**src/hw/sop_pkg.sv**
```systemverilog
// package for the synchronous otp pin-mode and command logic
// assumes a single 200 MHz clock domain
package sop_pkg;
    localparam int ROW_W = 13;
    localparam int COL_W = 9;
    localparam int DQ_W = 32;
    localparam int DQ_LO_W = 16;
    localparam int BURST_W = 4;
    localparam int LAT_W = 3;
    localparam int MRS_BLOCK = 3;
    localparam logic [BURST_W-1:0] BURST_LEN_RST = 4'h8;
    localparam logic [LAT_W-1:0] CAS_LAT_RST = 3'h5;
    localparam logic [DQ_W-1:0] DATA_RST = 32'h0000_0000;
    localparam logic [1:0] MASK_DELAY = 2'h2;

    typedef enum logic [1:0] {
        SOP_CMD_NOP = 2'b00,
        SOP_CMD_MRS = 2'b01,
        SOP_CMD_ACT = 2'b10,
        SOP_CMD_RD = 2'b11
    } sop_cmd_e;

    typedef enum logic [1:0] {
        SOP_ST_IDLE = 2'b00,
        SOP_ST_READ = 2'b01,
        SOP_ST_SUSP = 2'b10,
        SOP_ST_PDN = 2'b11
    } sop_state_e;

    // synchronous command pins, all sampled on clk
    typedef struct packed {
        logic cke;
        logic cs_n;
        logic ras_n;
        logic cas_n;
        logic mode_strobe_n;
    } sop_cmd_s;

    // programming-side pins
    typedef struct packed {
        logic addr_mux_select;
        logic ras_n;
        logic cas_n;
        logic ce_n;
        logic oe_n;
    } sop_prog_s;
endpackage

```
**src/hw/sop_decode.sv**
```systemverilog
// synchronous command decoder, registered one cycle
// assumes the command pins are synchronous to clk
`timescale 1ns/1ps
module sop_decode (
    // clock and reset
    input wire logic clk,
    input wire logic rst_n,
    // pins
    input wire sop_pkg::sop_cmd_s pins,
    // decoded
    output sop_pkg::sop_cmd_e cmd,
    output logic stop,
    output logic cke_prev
);
    import sop_pkg::*;
    sop_cmd_e cmd_d;
    logic stop_d;

    always_comb begin
        cmd_d = SOP_CMD_NOP;
        stop_d = 1'b0;
        if (pins.cke && !pins.cs_n) begin
            unique case ({pins.ras_n, pins.cas_n, pins.mode_strobe_n})
                3'b000: cmd_d = SOP_CMD_MRS;
                3'b011: cmd_d = SOP_CMD_ACT;
                3'b101: cmd_d = SOP_CMD_RD;
                3'b110, 3'b010: stop_d = 1'b1;
                default: cmd_d = SOP_CMD_NOP;
            endcase
        end
    end

    always_ff @(posedge clk) begin
        if (!rst_n) begin
            cmd <= SOP_CMD_NOP;
            stop <= 1'b0;
            cke_prev <= 1'b1;
        end else begin
            cmd <= cmd_d;
            stop <= stop_d;
            cke_prev <= pins.cke;
        end
    end
endmodule // sop_decode

```
**src/hw/sop_prog_addr.sv**
```systemverilog
// programming address capture: parallel or row/column multiplexed
// assumes strobes are slow compared with clk and synchronous to it
`timescale 1ns/1ps
module sop_prog_addr (
    // clock and reset
    input wire logic clk,
    input wire logic rst_n,
    // pins
    input wire logic enable,
    input wire sop_pkg::sop_prog_s prog,
    input wire logic [sop_pkg::ROW_W-1:0] addr,
    input wire logic [sop_pkg::COL_W-1:0] column_addr_pins,
    // captured address
    output logic [sop_pkg::ROW_W-1:0] row_q,
    output logic [sop_pkg::COL_W-1:0] col_q
);
    import sop_pkg::*;
    logic ras_prev_q, cas_prev_q, ras_prev_d, cas_prev_d;
    logic [ROW_W-1:0] row_d;
    logic [COL_W-1:0] col_d;

    always_comb begin
        ras_prev_d = prog.ras_n;
        cas_prev_d = prog.cas_n;
        row_d = row_q;
        col_d = col_q;
        if (enable) begin
            if (!prog.addr_mux_select) begin
                // strobes ignored, column pins used
                row_d = addr;
                col_d = column_addr_pins;
            end else begin
                // column pins ignored
                if (prog.ras_n && !ras_prev_q)
                    row_d = addr;
                if (prog.cas_n && !cas_prev_q)
                    col_d = addr[COL_W-1:0];
            end
        end
    end

    always_ff @(posedge clk) begin
        if (!rst_n) begin
            ras_prev_q <= 1'b1;
            cas_prev_q <= 1'b1;
            row_q <= '0;
            col_q <= '0;
        end else begin
            ras_prev_q <= ras_prev_d;
            cas_prev_q <= cas_prev_d;
            row_q <= row_d;
            col_q <= col_d;
        end
    end
endmodule // sop_prog_addr

```
**src/hw/sop_top.sv**
```systemverilog
// pin-mode select and synchronous burst-read command logic of an otp
// assumes all pins synchronous to clk; array data arrives on array_data
`timescale 1ns/1ps

// Functional notes
// - static_select high means programming, else synchronous
// - unmuxed programming takes row and column together
// - muxed programming shares A0..A12 for row, A0..A8 for column
// - row captured on row strobe rise
// - column captured on column strobe rise
// - strobes ignored when mux select low
// - column pins ignored when mux select high
// - data lines in for program, out verify/read
// - width select high x32, low x16 in sync reads; verify always x16
// - column pins never driven in x16
// - chip/output enable strobe programming cycles
// - read command latches column, starts burst
// - stop ends burst after column latency
// - cke freezes internal clock next edge
// - row address kept across power down
module sop_top #(
    parameter int BURST_LEN = 8
) (
    // clock and reset
    input wire logic clk,
    input wire logic rst_n,
    // mode pins
    input wire logic static_select,
    input wire logic word_wide,
    // synchronous command pins
    input wire sop_pkg::sop_cmd_s cmd_pins,
    input wire logic out_mask,
    input wire logic [sop_pkg::ROW_W-1:0] addr,
    // programming pins
    input wire sop_pkg::sop_prog_s prog_pins,
    input wire logic [sop_pkg::COL_W-1:0] column_addr_pins,
    input wire logic [sop_pkg::DQ_LO_W-1:0] dq_in,
    // array side
    input wire logic [sop_pkg::DQ_W-1:0] array_data,
    output logic [sop_pkg::ROW_W-1:0] row_addr,
    output logic [sop_pkg::COL_W-1:0] col_addr,
    output logic [sop_pkg::DQ_LO_W-1:0] prog_data,
    output logic prog_strobe,
    output logic [sop_pkg::ROW_W-1:0] mode_code,
    // data pins
    output logic [sop_pkg::DQ_W-1:0] dq_out,
    output logic [sop_pkg::DQ_W-1:0] dq_oe,
    output logic [sop_pkg::COL_W-1:0] column_addr_oe,
    // status
    output logic power_down,
    output logic suspended
);
    import sop_pkg::*;

    sop_cmd_e cmd;
    logic stop, cke_prev;
    logic [ROW_W-1:0] prog_row;
    logic [COL_W-1:0] prog_col;

    sop_decode u_dec (
        .clk(clk),
        .rst_n(rst_n),
        .pins(cmd_pins),
        .cmd(cmd),
        .stop(stop),
        .cke_prev(cke_prev)
    );

    sop_prog_addr u_padr (
        .clk(clk),
        .rst_n(rst_n),
        .enable(static_select),
        .prog(prog_pins),
        .addr(addr),
        .column_addr_pins(column_addr_pins),
        .row_q(prog_row),
        .col_q(prog_col)
    );

    sop_state_e st_q, st_d;
    logic [ROW_W-1:0] row_q, row_d, mode_q, mode_d;
    logic [COL_W-1:0] col_q, col_d;
    logic [BURST_W-1:0] left_q, left_d;
    logic [LAT_W-1:0] stop_cnt_q, stop_cnt_d;
    logic wide_q, wide_d;
    logic [1:0] mask_pipe_q, mask_pipe_d;
    logic [DQ_W-1:0] dq_out_q, dq_out_d, dq_oe_q, dq_oe_d;
    logic [DQ_LO_W-1:0] pdata_q, pdata_d;
    logic pstb_q, pstb_d;
    // address and width sampled with the command, used one edge later
    logic [ROW_W-1:0] cmd_addr_q, cmd_addr_d;
    logic cmd_wide_q, cmd_wide_d;
    // status outputs registered from the next state
    logic pdn_q, pdn_d, susp_q, susp_d;
    logic run;

    // internal clock runs when cke was sampled high last edge
    assign run = cke_prev;

    always_comb begin
        st_d = st_q;
        row_d = row_q;
        col_d = col_q;
        mode_d = mode_q;
        left_d = left_q;
        stop_cnt_d = stop_cnt_q;
        wide_d = wide_q;
        mask_pipe_d = {mask_pipe_q[0], out_mask};
        dq_out_d = dq_out_q;
        dq_oe_d = '0;
        pdata_d = pdata_q;
        pstb_d = 1'b0;
        cmd_addr_d = addr;
        cmd_wide_d = word_wide;
        if (static_select) begin
            st_d = SOP_ST_IDLE;
            row_d = prog_row;
            col_d = prog_col;
            // chip and output enable act as cycle strobes
            if (!prog_pins.ce_n && prog_pins.oe_n) begin
                pdata_d = dq_in;
                pstb_d = 1'b1;
            end else if (!prog_pins.ce_n && !prog_pins.oe_n) begin
                dq_out_d = {{(DQ_W-DQ_LO_W){1'b0}},
                    array_data[DQ_LO_W-1:0]};
                dq_oe_d = {{(DQ_W-DQ_LO_W){1'b0}},
                    {DQ_LO_W{1'b1}}};
            end
        end else begin
            unique case (st_q)
                SOP_ST_IDLE, SOP_ST_READ: begin
                    if (!cmd_pins.cke && cmd_pins.cs_n) begin
                        st_d = (st_q == SOP_ST_READ) ? SOP_ST_SUSP
                                                     : SOP_ST_PDN;
                    end
                    if (cmd == SOP_CMD_MRS && st_q == SOP_ST_IDLE)
                        mode_d = cmd_addr_q;
                    if (cmd == SOP_CMD_ACT)
                        row_d = cmd_addr_q;
                    if (cmd == SOP_CMD_RD) begin
                        col_d = cmd_addr_q[COL_W-1:0];
                        wide_d = cmd_wide_q;
                        // counts down to zero, the zero beat is the last
                        left_d = BURST_W'(BURST_LEN - 1);
                        stop_cnt_d = '0;
                        st_d = SOP_ST_READ;
                    end else if (stop && st_q == SOP_ST_READ)
                        stop_cnt_d = CAS_LAT_RST;
                    if (st_q == SOP_ST_READ && cmd != SOP_CMD_RD) begin
                        if (stop_cnt_q == LAT_W'(1) || left_q == '0) begin
                            st_d = SOP_ST_IDLE;
                            stop_cnt_d = '0;
                        end else begin
                            left_d = left_q - BURST_W'(1);
                            if (stop_cnt_q != '0)
                                stop_cnt_d = stop_cnt_q - LAT_W'(1);
                            col_d = col_q + COL_W'(1);
                        end
                        dq_out_d = wide_q ? array_data
                            : {{(DQ_W-DQ_LO_W){1'b0}},
                               array_data[DQ_LO_W-1:0]};
                        if (!mask_pipe_q[1])
                            dq_oe_d = wide_q ? {DQ_W{1'b1}}
                                : {{(DQ_W-DQ_LO_W){1'b0}},
                                   {DQ_LO_W{1'b1}}};
                    end
                end
                SOP_ST_SUSP: begin
                    dq_oe_d = dq_oe_q; // frozen
                    if (cmd_pins.cke)
                        st_d = SOP_ST_READ;
                end
                SOP_ST_PDN: begin
                    if (cmd_pins.cke)
                        st_d = SOP_ST_IDLE;
                end
            endcase
        end
        if (!run && st_q != SOP_ST_SUSP)
            dq_oe_d = dq_oe_q;
        pdn_d = (st_d == SOP_ST_PDN);
        susp_d = (st_d == SOP_ST_SUSP);
    end

    always_ff @(posedge clk) begin
        if (!rst_n) begin
            st_q <= SOP_ST_IDLE;
            row_q <= '0;
            col_q <= '0;
            mode_q <= '0;
            left_q <= '0;
            stop_cnt_q <= '0;
            wide_q <= 1'b0;
            mask_pipe_q <= '0;
            dq_out_q <= DATA_RST;
            dq_oe_q <= '0;
            pdata_q <= '0;
            pstb_q <= 1'b0;
            cmd_addr_q <= '0;
            cmd_wide_q <= 1'b0;
            pdn_q <= 1'b0;
            susp_q <= 1'b0;
        end else begin
            st_q <= st_d;
            row_q <= row_d;
            col_q <= col_d;
            mode_q <= mode_d;
            left_q <= left_d;
            stop_cnt_q <= stop_cnt_d;
            wide_q <= wide_d;
            mask_pipe_q <= mask_pipe_d;
            dq_out_q <= dq_out_d;
            dq_oe_q <= dq_oe_d;
            pdata_q <= pdata_d;
            pstb_q <= pstb_d;
            cmd_addr_q <= cmd_addr_d;
            cmd_wide_q <= cmd_wide_d;
            pdn_q <= pdn_d;
            susp_q <= susp_d;
        end
    end

    // column pins are inputs only, never driven
    logic [COL_W-1:0] col_oe_q;
    always_ff @(posedge clk) begin
        col_oe_q <= '0;
    end

    assign row_addr = row_q;
    assign col_addr = col_q;
    assign mode_code = mode_q;
    assign prog_data = pdata_q;
    assign prog_strobe = pstb_q;
    assign dq_out = dq_out_q;
    assign dq_oe = dq_oe_q;
    assign column_addr_oe = col_oe_q;
    assign power_down = pdn_q;
    assign suspended = susp_q;
endmodule // sop_top

```
**config.mk**
```make
export PLATFORM = sky130hd
export DESIGN_NAME = sop_top
export DESIGN_NICKNAME = d
export VERILOG_FILES = /design/src/hw/sop_pkg.sv /design/src/hw/sop_decode.sv /design/src/hw/sop_prog_addr.sv /design/src/hw/sop_top.sv
export SDC_FILE = /design/constraint.sdc
export NUM_CORES = 1
export LEC_CHECK = 0
export BUFFER_PORTS_ARGS = -buffer_cell sky130_fd_sc_hd__buf_2
export CORE_ASPECT_RATIO = 0.75
export CORE_MARGIN = 8
export CORE_UTILIZATION = 54
export DETAILED_ROUTE_END_ITERATION = 12
export GPL_TIMING_DRIVEN = 0
export PLACE_DENSITY = 0.87
export SYNTH_ARGS = -nofsm -noshare
export SYNTH_HDL_FRONTEND = slang
export SYNTH_SLANG_ARGS = --single-unit
export TNS_END_PERCENT = 50
```
**constraint.sdc**
```tcl
create_clock -name clk -period 5.2 [get_ports clk]
set_input_delay 1.3 -clock clk [delete_from_list [all_inputs] [get_ports clk]]
set_output_delay 1.3 -clock clk [all_outputs]
set_load 0.05 [all_outputs]
```
After elaboration in Yosys (flattened, before gate mapping)
Index checks and enable logic that the tools add are counted.
{ "totals": {"register_bits": 172, "mem_count": 0, "latch_bits": 0, "mem_bits_rw": 0, "mem_bits_ro": 0} }
{ "op_classes": {"n_mux": 45, "add_sub_neg": 3, "reduce_logical": 38, "mul": 0, "n_bitwise": 2, "order_cmp": 0, "n_eq_ne": 20, "div": 0, "shift": 0} }
{ "op_table": {"columns": ["cell", "n"], "rows": [
  ["32-bit 2-to-1 mux", 10],
  ["13-bit 2-to-1 mux", 5],
  ["32-bit one-hot mux with 2 select lines", 1],
  ["9-bit 2-to-1 mux", 7],
  ["16-bit 2-to-1 mux", 2],
  ["2-bit AND reduction", 8],
  ["3-bit 2-to-1 mux", 5],
  ["2-bit 2-to-1 mux", 7],
  ["2-bit == test, second input constant", 6],
  ["4-bit 2-to-1 mux", 3],
  ["2-bit one-hot mux with 3 select lines", 2],
  ["1-bit logical AND", 10],
  ["9-bit by 1-bit adder with 9-bit output, second input constant", 1],
  ["2-bit != test, second input constant", 4],
  ["1-bit logical NOT", 7],
  ["3-bit by 2-bit == test with 1-bit output, second input constant", 2],
  ["3-bit == test, second input constant", 2],
  ["2-bit by 1-bit != test with 1-bit output, second input constant", 3],
  ["3-bit AND reduction", 2],
  ["2-bit nonzero test", 3],
  ["2-bit by 1-bit == test with 1-bit output, second input constant", 2],
  ["4-bit logical NOT", 1],
  ["4-bit AND reduction", 1],
  ["2-bit OR reduction", 2],
  ["9 further kinds", 12]
]} }

Longest topological paths before layout
{ "depth": {"word_depth": 9, "ltp_mapped": 7, "depth_no_buf": 6} }

Modules after synthesis
From an unflattened synthesis, not the netlist that was laid out.
{ "unflattened": {"cells_unflattened": 691, "hier_area_um2": 6278.5} }
{ "by_module_without_submodules": {"columns": ["module", "cells_per_inst", "area_each_um2", "n_inst"], "rows": [
  ["sop_top", 566, 5033.6, 1],
  ["sop_prog_addr", 114, 1091.0, 1],
  ["sop_decode", 11, 153.9, 1]
]} }

Least setup slack after synthesis
Ideal clock, no wire load.
{ "synth_timing": {"path_type": "input-to-reg", "from": "input port static_select", "to": "register left_q[3]", "n_path_buf": 2, "t_arrival_ps": 2414, "slack_ps": 2711, "path_stages": 5, "required_time_ps": 5126, "cell_sequence": "buf_4 or2_0 clkbuf_1 or4_1 a31oi_1"} }
{ "synth_via": {"elab_chain_cells": 2} }
{ "synth_rtl": {"columns": ["element", "line_no", "source"], "rows": [
  ["start, declared", "sop_top.sv:28", "input wire logic static_select,"],
  ["1-bit inverter (no source line)", null, null],
  ["2-bit AND reduction (no source line)", null, null],
  ["end signal, assigned", "sop_top.sv:208", "left_q <= left_d;"],
  ["end, declared", "sop_top.sv:83", "logic [BURST_W-1:0] left_q, left_d;"]
]} }
Every way passes these cells.
A chain may end at the register's enable or synchronous reset.

==> metrics.txt <==
# TYPE chip_impl_metric gauge
chip_impl_info{name="run_status",value="completed"} 1
chip_impl_metric{name="multi_input_logic_area",unit="mm2"} 0.00275
chip_impl_metric{name="antenna_found_initial",unit=""} 1
chip_impl_metric{name="layout_min_cycle_time",unit="ps"} 2850
chip_impl_metric{name="final-setup-viol-count",unit=""} 0
chip_impl_metric{name="ys_seq_elements",unit=""} 142
chip_impl_metric{name="static-leakage-power",unit="nW"} 3.78
chip_impl_metric{name="globalplace.congestion",unit=""} 0.880
chip_impl_metric{name="n_fill_cell",unit=""} 837
chip_impl_metric{name="place_hpwl",unit="um"} 13800
chip_impl_info{name="unrepaired_setup_endpoints_after_global_routing",value="no"} 1
chip_impl_metric{name="cts_hold_buffers",unit=""} 0
chip_impl_metric{name="yosysUniqueCellTypes",unit=""} 64
chip_impl_metric{name="worstSkewPairLatency",unit="ps"} 420
chip_impl_info{name="hold_class",value="reg -> reg"} 1
chip_impl_metric{name="detail-route-antenna-nets",unit=""} 0
chip_impl_metric{name="via_count_of_the_first_global_routing_pass",unit=""} 5816
chip_impl_metric{name="dr.pass1.iters",unit=""} 5
chip_impl_metric{name="buffer_ports.inserted",unit=""} 200
chip_impl_metric{name="cts-root-to-sink-buffers",unit=""} 2
chip_impl_info{name="root_buffer",value="sky130_fd_sc_hd__clkbuf_16"} 1
chip_impl_metric{name="postSynthAreaPerCell",unit="um2"} 9.05
chip_impl_metric{name="die_area",unit="mm2"} 0.0150
chip_impl_metric{name="chipWidth",unit="um"} 139
chip_impl_metric{name="timing.critical_path.slowest_cell_delay",unit="ps"} 670
chip_impl_metric{name="cts-buffers-inserted",unit=""} 17
chip_impl_metric{name="layout-area-overhead-vs-synth",unit="%"} 29.4
chip_impl_metric{name="yosysWarningCount",unit=""} 0
chip_impl_metric{name="drc_errors",unit=""} 0
chip_impl_metric{name="cts.clk_slew.worst_paths",unit="ps"} 60
chip_impl_info{name="timing.critical_path.from_type",value="register"} 1
chip_impl_metric{name="power_per_cell_area",unit="mW/mm2"} 347
chip_impl_metric{name="max_cap_viol_count",unit=""} 0
chip_impl_metric{name="clock_skew",unit="ps"} 10.5
chip_impl_metric{name="timing.fmax",unit="MHz"} 351
chip_impl_metric{name="placedInstanceArea",unit="mm2"} 0.00733
chip_impl_info{name="dominantRegCellSynth",value="sky130_fd_sc_hd__dfxtp_1"} 1
chip_impl_metric{name="seqCellArea",unit="mm2"} 0.00284
chip_impl_metric{name="preCtsSetupSlack",unit="ps"} 2330
chip_impl_metric{name="slew_headroom",unit="%"} 56.2
chip_impl_metric{name="post_cts_resized",unit=""} 0
chip_impl_metric{name="worst-path-max-fanout",unit=""} 17
chip_impl_metric{name="grt_start_max_net_pins",unit=""} 18
chip_impl_metric{name="final.period_utilization",unit="%"} 54.8
chip_impl_info{name="most-common-layout-cells",value="sky130_fd_sc_hd__buf_2, sky130_fd_sc_hd__dfxtp_1, sky130_fd_sc_hd__nand2_1"} 1
chip_impl_metric{name="final_net_count",unit=""} 993
chip_impl_metric{name="final.setup.tns",unit="ps"} 0
chip_impl_metric{name="routedWlPerCell",unit="um"} 18.0
chip_impl_metric{name="seqPwrFrac",unit="%"} 42.3
chip_impl_metric{name="net_sw_share",unit="%"} 26.9
chip_impl_metric{name="clkSinkCount",unit=""} 142
chip_impl_metric{name="slew_violations",unit=""} 0
chip_impl_metric{name="overflow",unit=""} 0
chip_impl_metric{name="timing_hold_violations_final",unit=""} 0
chip_impl_metric{name="intPower",unit="mW"} 2.01
chip_impl_info{name="critPathCaptureType",value="output pin"} 1
chip_impl_metric{name="timing.final.ws_setup",unit="ps"} 2350
chip_impl_metric{name="core_region_area",unit="mm2"} 0.0110
chip_impl_metric{name="clkPwrFrac",unit="%"} 44.5
chip_impl_metric{name="track_usage",unit="%"} 24.2
chip_impl_metric{name="vias",unit=""} 5856
chip_impl_metric{name="num_rows",unit=""} 33
chip_impl_info{name="layout_commonest_cell",value="sky130_fd_sc_hd__buf_2"} 1
chip_impl_metric{name="initial_utilization",unit="%"} 55.7
chip_impl_metric{name="worst-endpoint-required",unit="ps"} 3900
chip_impl_metric{name="total_switching_power",unit="uW"} 739
chip_impl_metric{name="drive_above_1_share",unit="%"} 33.0
chip_impl_metric{name="power.combinational.fraction",unit="%"} 13.2
chip_impl_metric{name="fp.dieH",unit="um"} 108
chip_impl_metric{name="htree_num_levels",unit=""} 4
chip_impl_metric{name="vdd_drop_max",unit="uV"} 263
chip_impl_metric{name="sum_of_buffers_and_inverters_on_the_critical_path",unit=""} 2
chip_impl_metric{name="synth.yosys.seq_area_share",unit="%"} 46.5
chip_impl_metric{name="grt_first_pass_wirelength",unit="um"} 29400
chip_impl_metric{name="tightest_slew",unit="ps"} 656
chip_impl_metric{name="syn_inst",unit=""} 676
chip_impl_info{name="tritoncts",value="yes"} 1
chip_impl_info{name="worstSetupPathType",value="reg -> out"} 1
chip_impl_metric{name="pin_count",unit=""} 212
chip_impl_metric{name="final_cell_area",unit="mm2"} 0.00792
chip_impl_metric{name="wl",unit="um"} 19000
chip_impl_metric{name="synth_enable_flop_cells",unit=""} 0
chip_impl_metric{name="cts_setup_buffers",unit=""} 0
chip_impl_metric{name="critical_path_arrival",unit="ps"} 1550
chip_impl_metric{name="netlist_area",unit="mm2"} 0.00612
chip_impl_info{name="critical-path-top-delay-family",value="flip-flops"} 1
chip_impl_info{name="timing.critical_path.cells",value="buf_4, buf_2"} 1
chip_impl_metric{name="drt_iter0_markers",unit=""} 558
chip_impl_info{name="cpMaxStageDelayCell",value="sky130_fd_sc_hd__dfxtp_1"} 1
chip_impl_metric{name="ys_async_sr_fraction",unit="%"} 0
chip_impl_metric{name="post_drt_via_cell_ratio",unit=""} 5.55
## power by group through the flow
stage	clock network, mW	logic, mW	registers [mW]
6_report	1.22	0.363	1.16
5_1_grt	1.28	0.385	1.17
4_1_cts	1.22	0.362	1.16
3_5_place_dp	0	0.357	1.18
3_3_place_gp	0	0.353	1.18
2_1_floorplan	0	0.180	1.25
## metrics by stage
stage          utilization, %  total power, mW  std cells  hold WS [ps]
2_1_floorplan               -             1.43        684           412
3_3_place_gp             66.7             1.53       1024           415
3_5_place_dp             66.7             1.54       1024           421
4_1_cts                  72.1             2.75       1055           435
5_1_grt                  72.1             2.83       1055           465
6_report                 72.1             2.75       1056           442
## sequential cells by signal (all words and copies together), names as in the netlist, 2 cells and up
signal and flops:
row_addr 13, dq_out 32, left_q 4, u_padr.col_q 9, mode_code 13, cmd_addr_q 13
u_dec.cmd 2, col_addr 9, prog_data 16, u_padr.row_q 13, dq_oe 2, st_q 2
stop_cnt_q 3, mask_pipe_q 2
## synth_stat cells, types with 3 or more instances
library cell | number | area, um2
sky130_fd_sc_hd__a21oi_2 | 3 | 26.3
sky130_fd_sc_hd__nand4_1 | 4 | 25.0
sky130_fd_sc_hd__nand3_1 | 10 | 50.1
sky130_fd_sc_hd__nor4_1 | 5 | 31.3
sky130_fd_sc_hd__clkbuf_1 | 19 | 71.3
sky130_fd_sc_hd__a31oi_1 | 4 | 25.0
sky130_fd_sc_hd__ha_1 | 5 | 62.6
sky130_fd_sc_hd__nor2_1 | 76 | 285
sky130_fd_sc_hd__a21oi_1 | 47 | 235
sky130_fd_sc_hd__inv_1 | 13 | 48.8
sky130_fd_sc_hd__or3_1 | 3 | 18.8
sky130_fd_sc_hd__xor2_1 | 4 | 35.0
sky130_fd_sc_hd__o31ai_1 | 4 | 30.0
sky130_fd_sc_hd__and2_1 | 19 | 119
sky130_fd_sc_hd__nand2_1 | 78 | 293
sky130_fd_sc_hd__dfxtp_1 | 142 | 2840
sky130_fd_sc_hd__a211oi_1 | 28 | 210
sky130_fd_sc_hd__o21ai_0 | 11 | 55.1
sky130_fd_sc_hd__o21a_1 | 3 | 22.5
sky130_fd_sc_hd__buf_2 | 15 | 75.1
sky130_fd_sc_hd__nand2b_1 | 14 | 87.6
sky130_fd_sc_hd__nor3_1 | 5 | 25.0
sky130_fd_sc_hd__mux2i_1 | 51 | 510
sky130_fd_sc_hd__a22oi_1 | 16 | 120
sky130_fd_sc_hd__buf_4 | 45 | 338
## layout make-up
type | instances | area share (%)
tap | 140 | 2.21
timing repair buffer | 200 | 12.6
antenna | 1 | 0.0316
multi-input combinational | 446 | 34.8
inverter | 14 | 0.664
clock inverter | 10 | 1.75
sequential | 142 | 35.9
clock buffer | 21 | 5.69
buffer | 82 | 6.35
## layer usage
layer / share of wire (%) / wire, um / global-route usage (%)
met1: 40 / 7510 / 27.3
met5: 0.042 / 8 / 0
met3: 11 / 2160 / 10.7
met4: 1.8 / 333 / 7.42
met2: 47 / 8990 / 41.1
## cells by family after synthesis
logic type | Yosys count | share of synthesized area (%)
AOI/OAI and AO/OA | 141 | 15.7
other | 1 | 0.0613
DFF | 142 | 46.5
xor gates and xnor gates | 6 | 0.859
muxes | 52 | 8.53
and+or+nand+nor | 233 | 18.3
buffers and inverters | 96 | 9.08
adders and majority gates | 5 | 1.02
## path summary, 6_finish.rpt
path | start | to | slack, ps | depth (start not counted)
hold reg to reg | mask_pipe_q[0]$_SDFF_PN0_ | mask_pipe_q[1]$_SDFF_PN0_ | 440 | 1
setup reg to reg | stop_cnt_q[0]$_SDFFE_PN0P_ | col_addr[6]$_SDFFE_PN0N_ | 3170 | 5
setup / recovery | dq_oe[30]$_SDFFE_PN0P_ | dq_oe[24] | 2350 | 2
hold / removal | mask_pipe_q[0]$_SDFF_PN0_ | mask_pipe_q[1]$_SDFF_PN0_ | 440 | 1
Note: power is estimated with default switching activity, not from simulation.
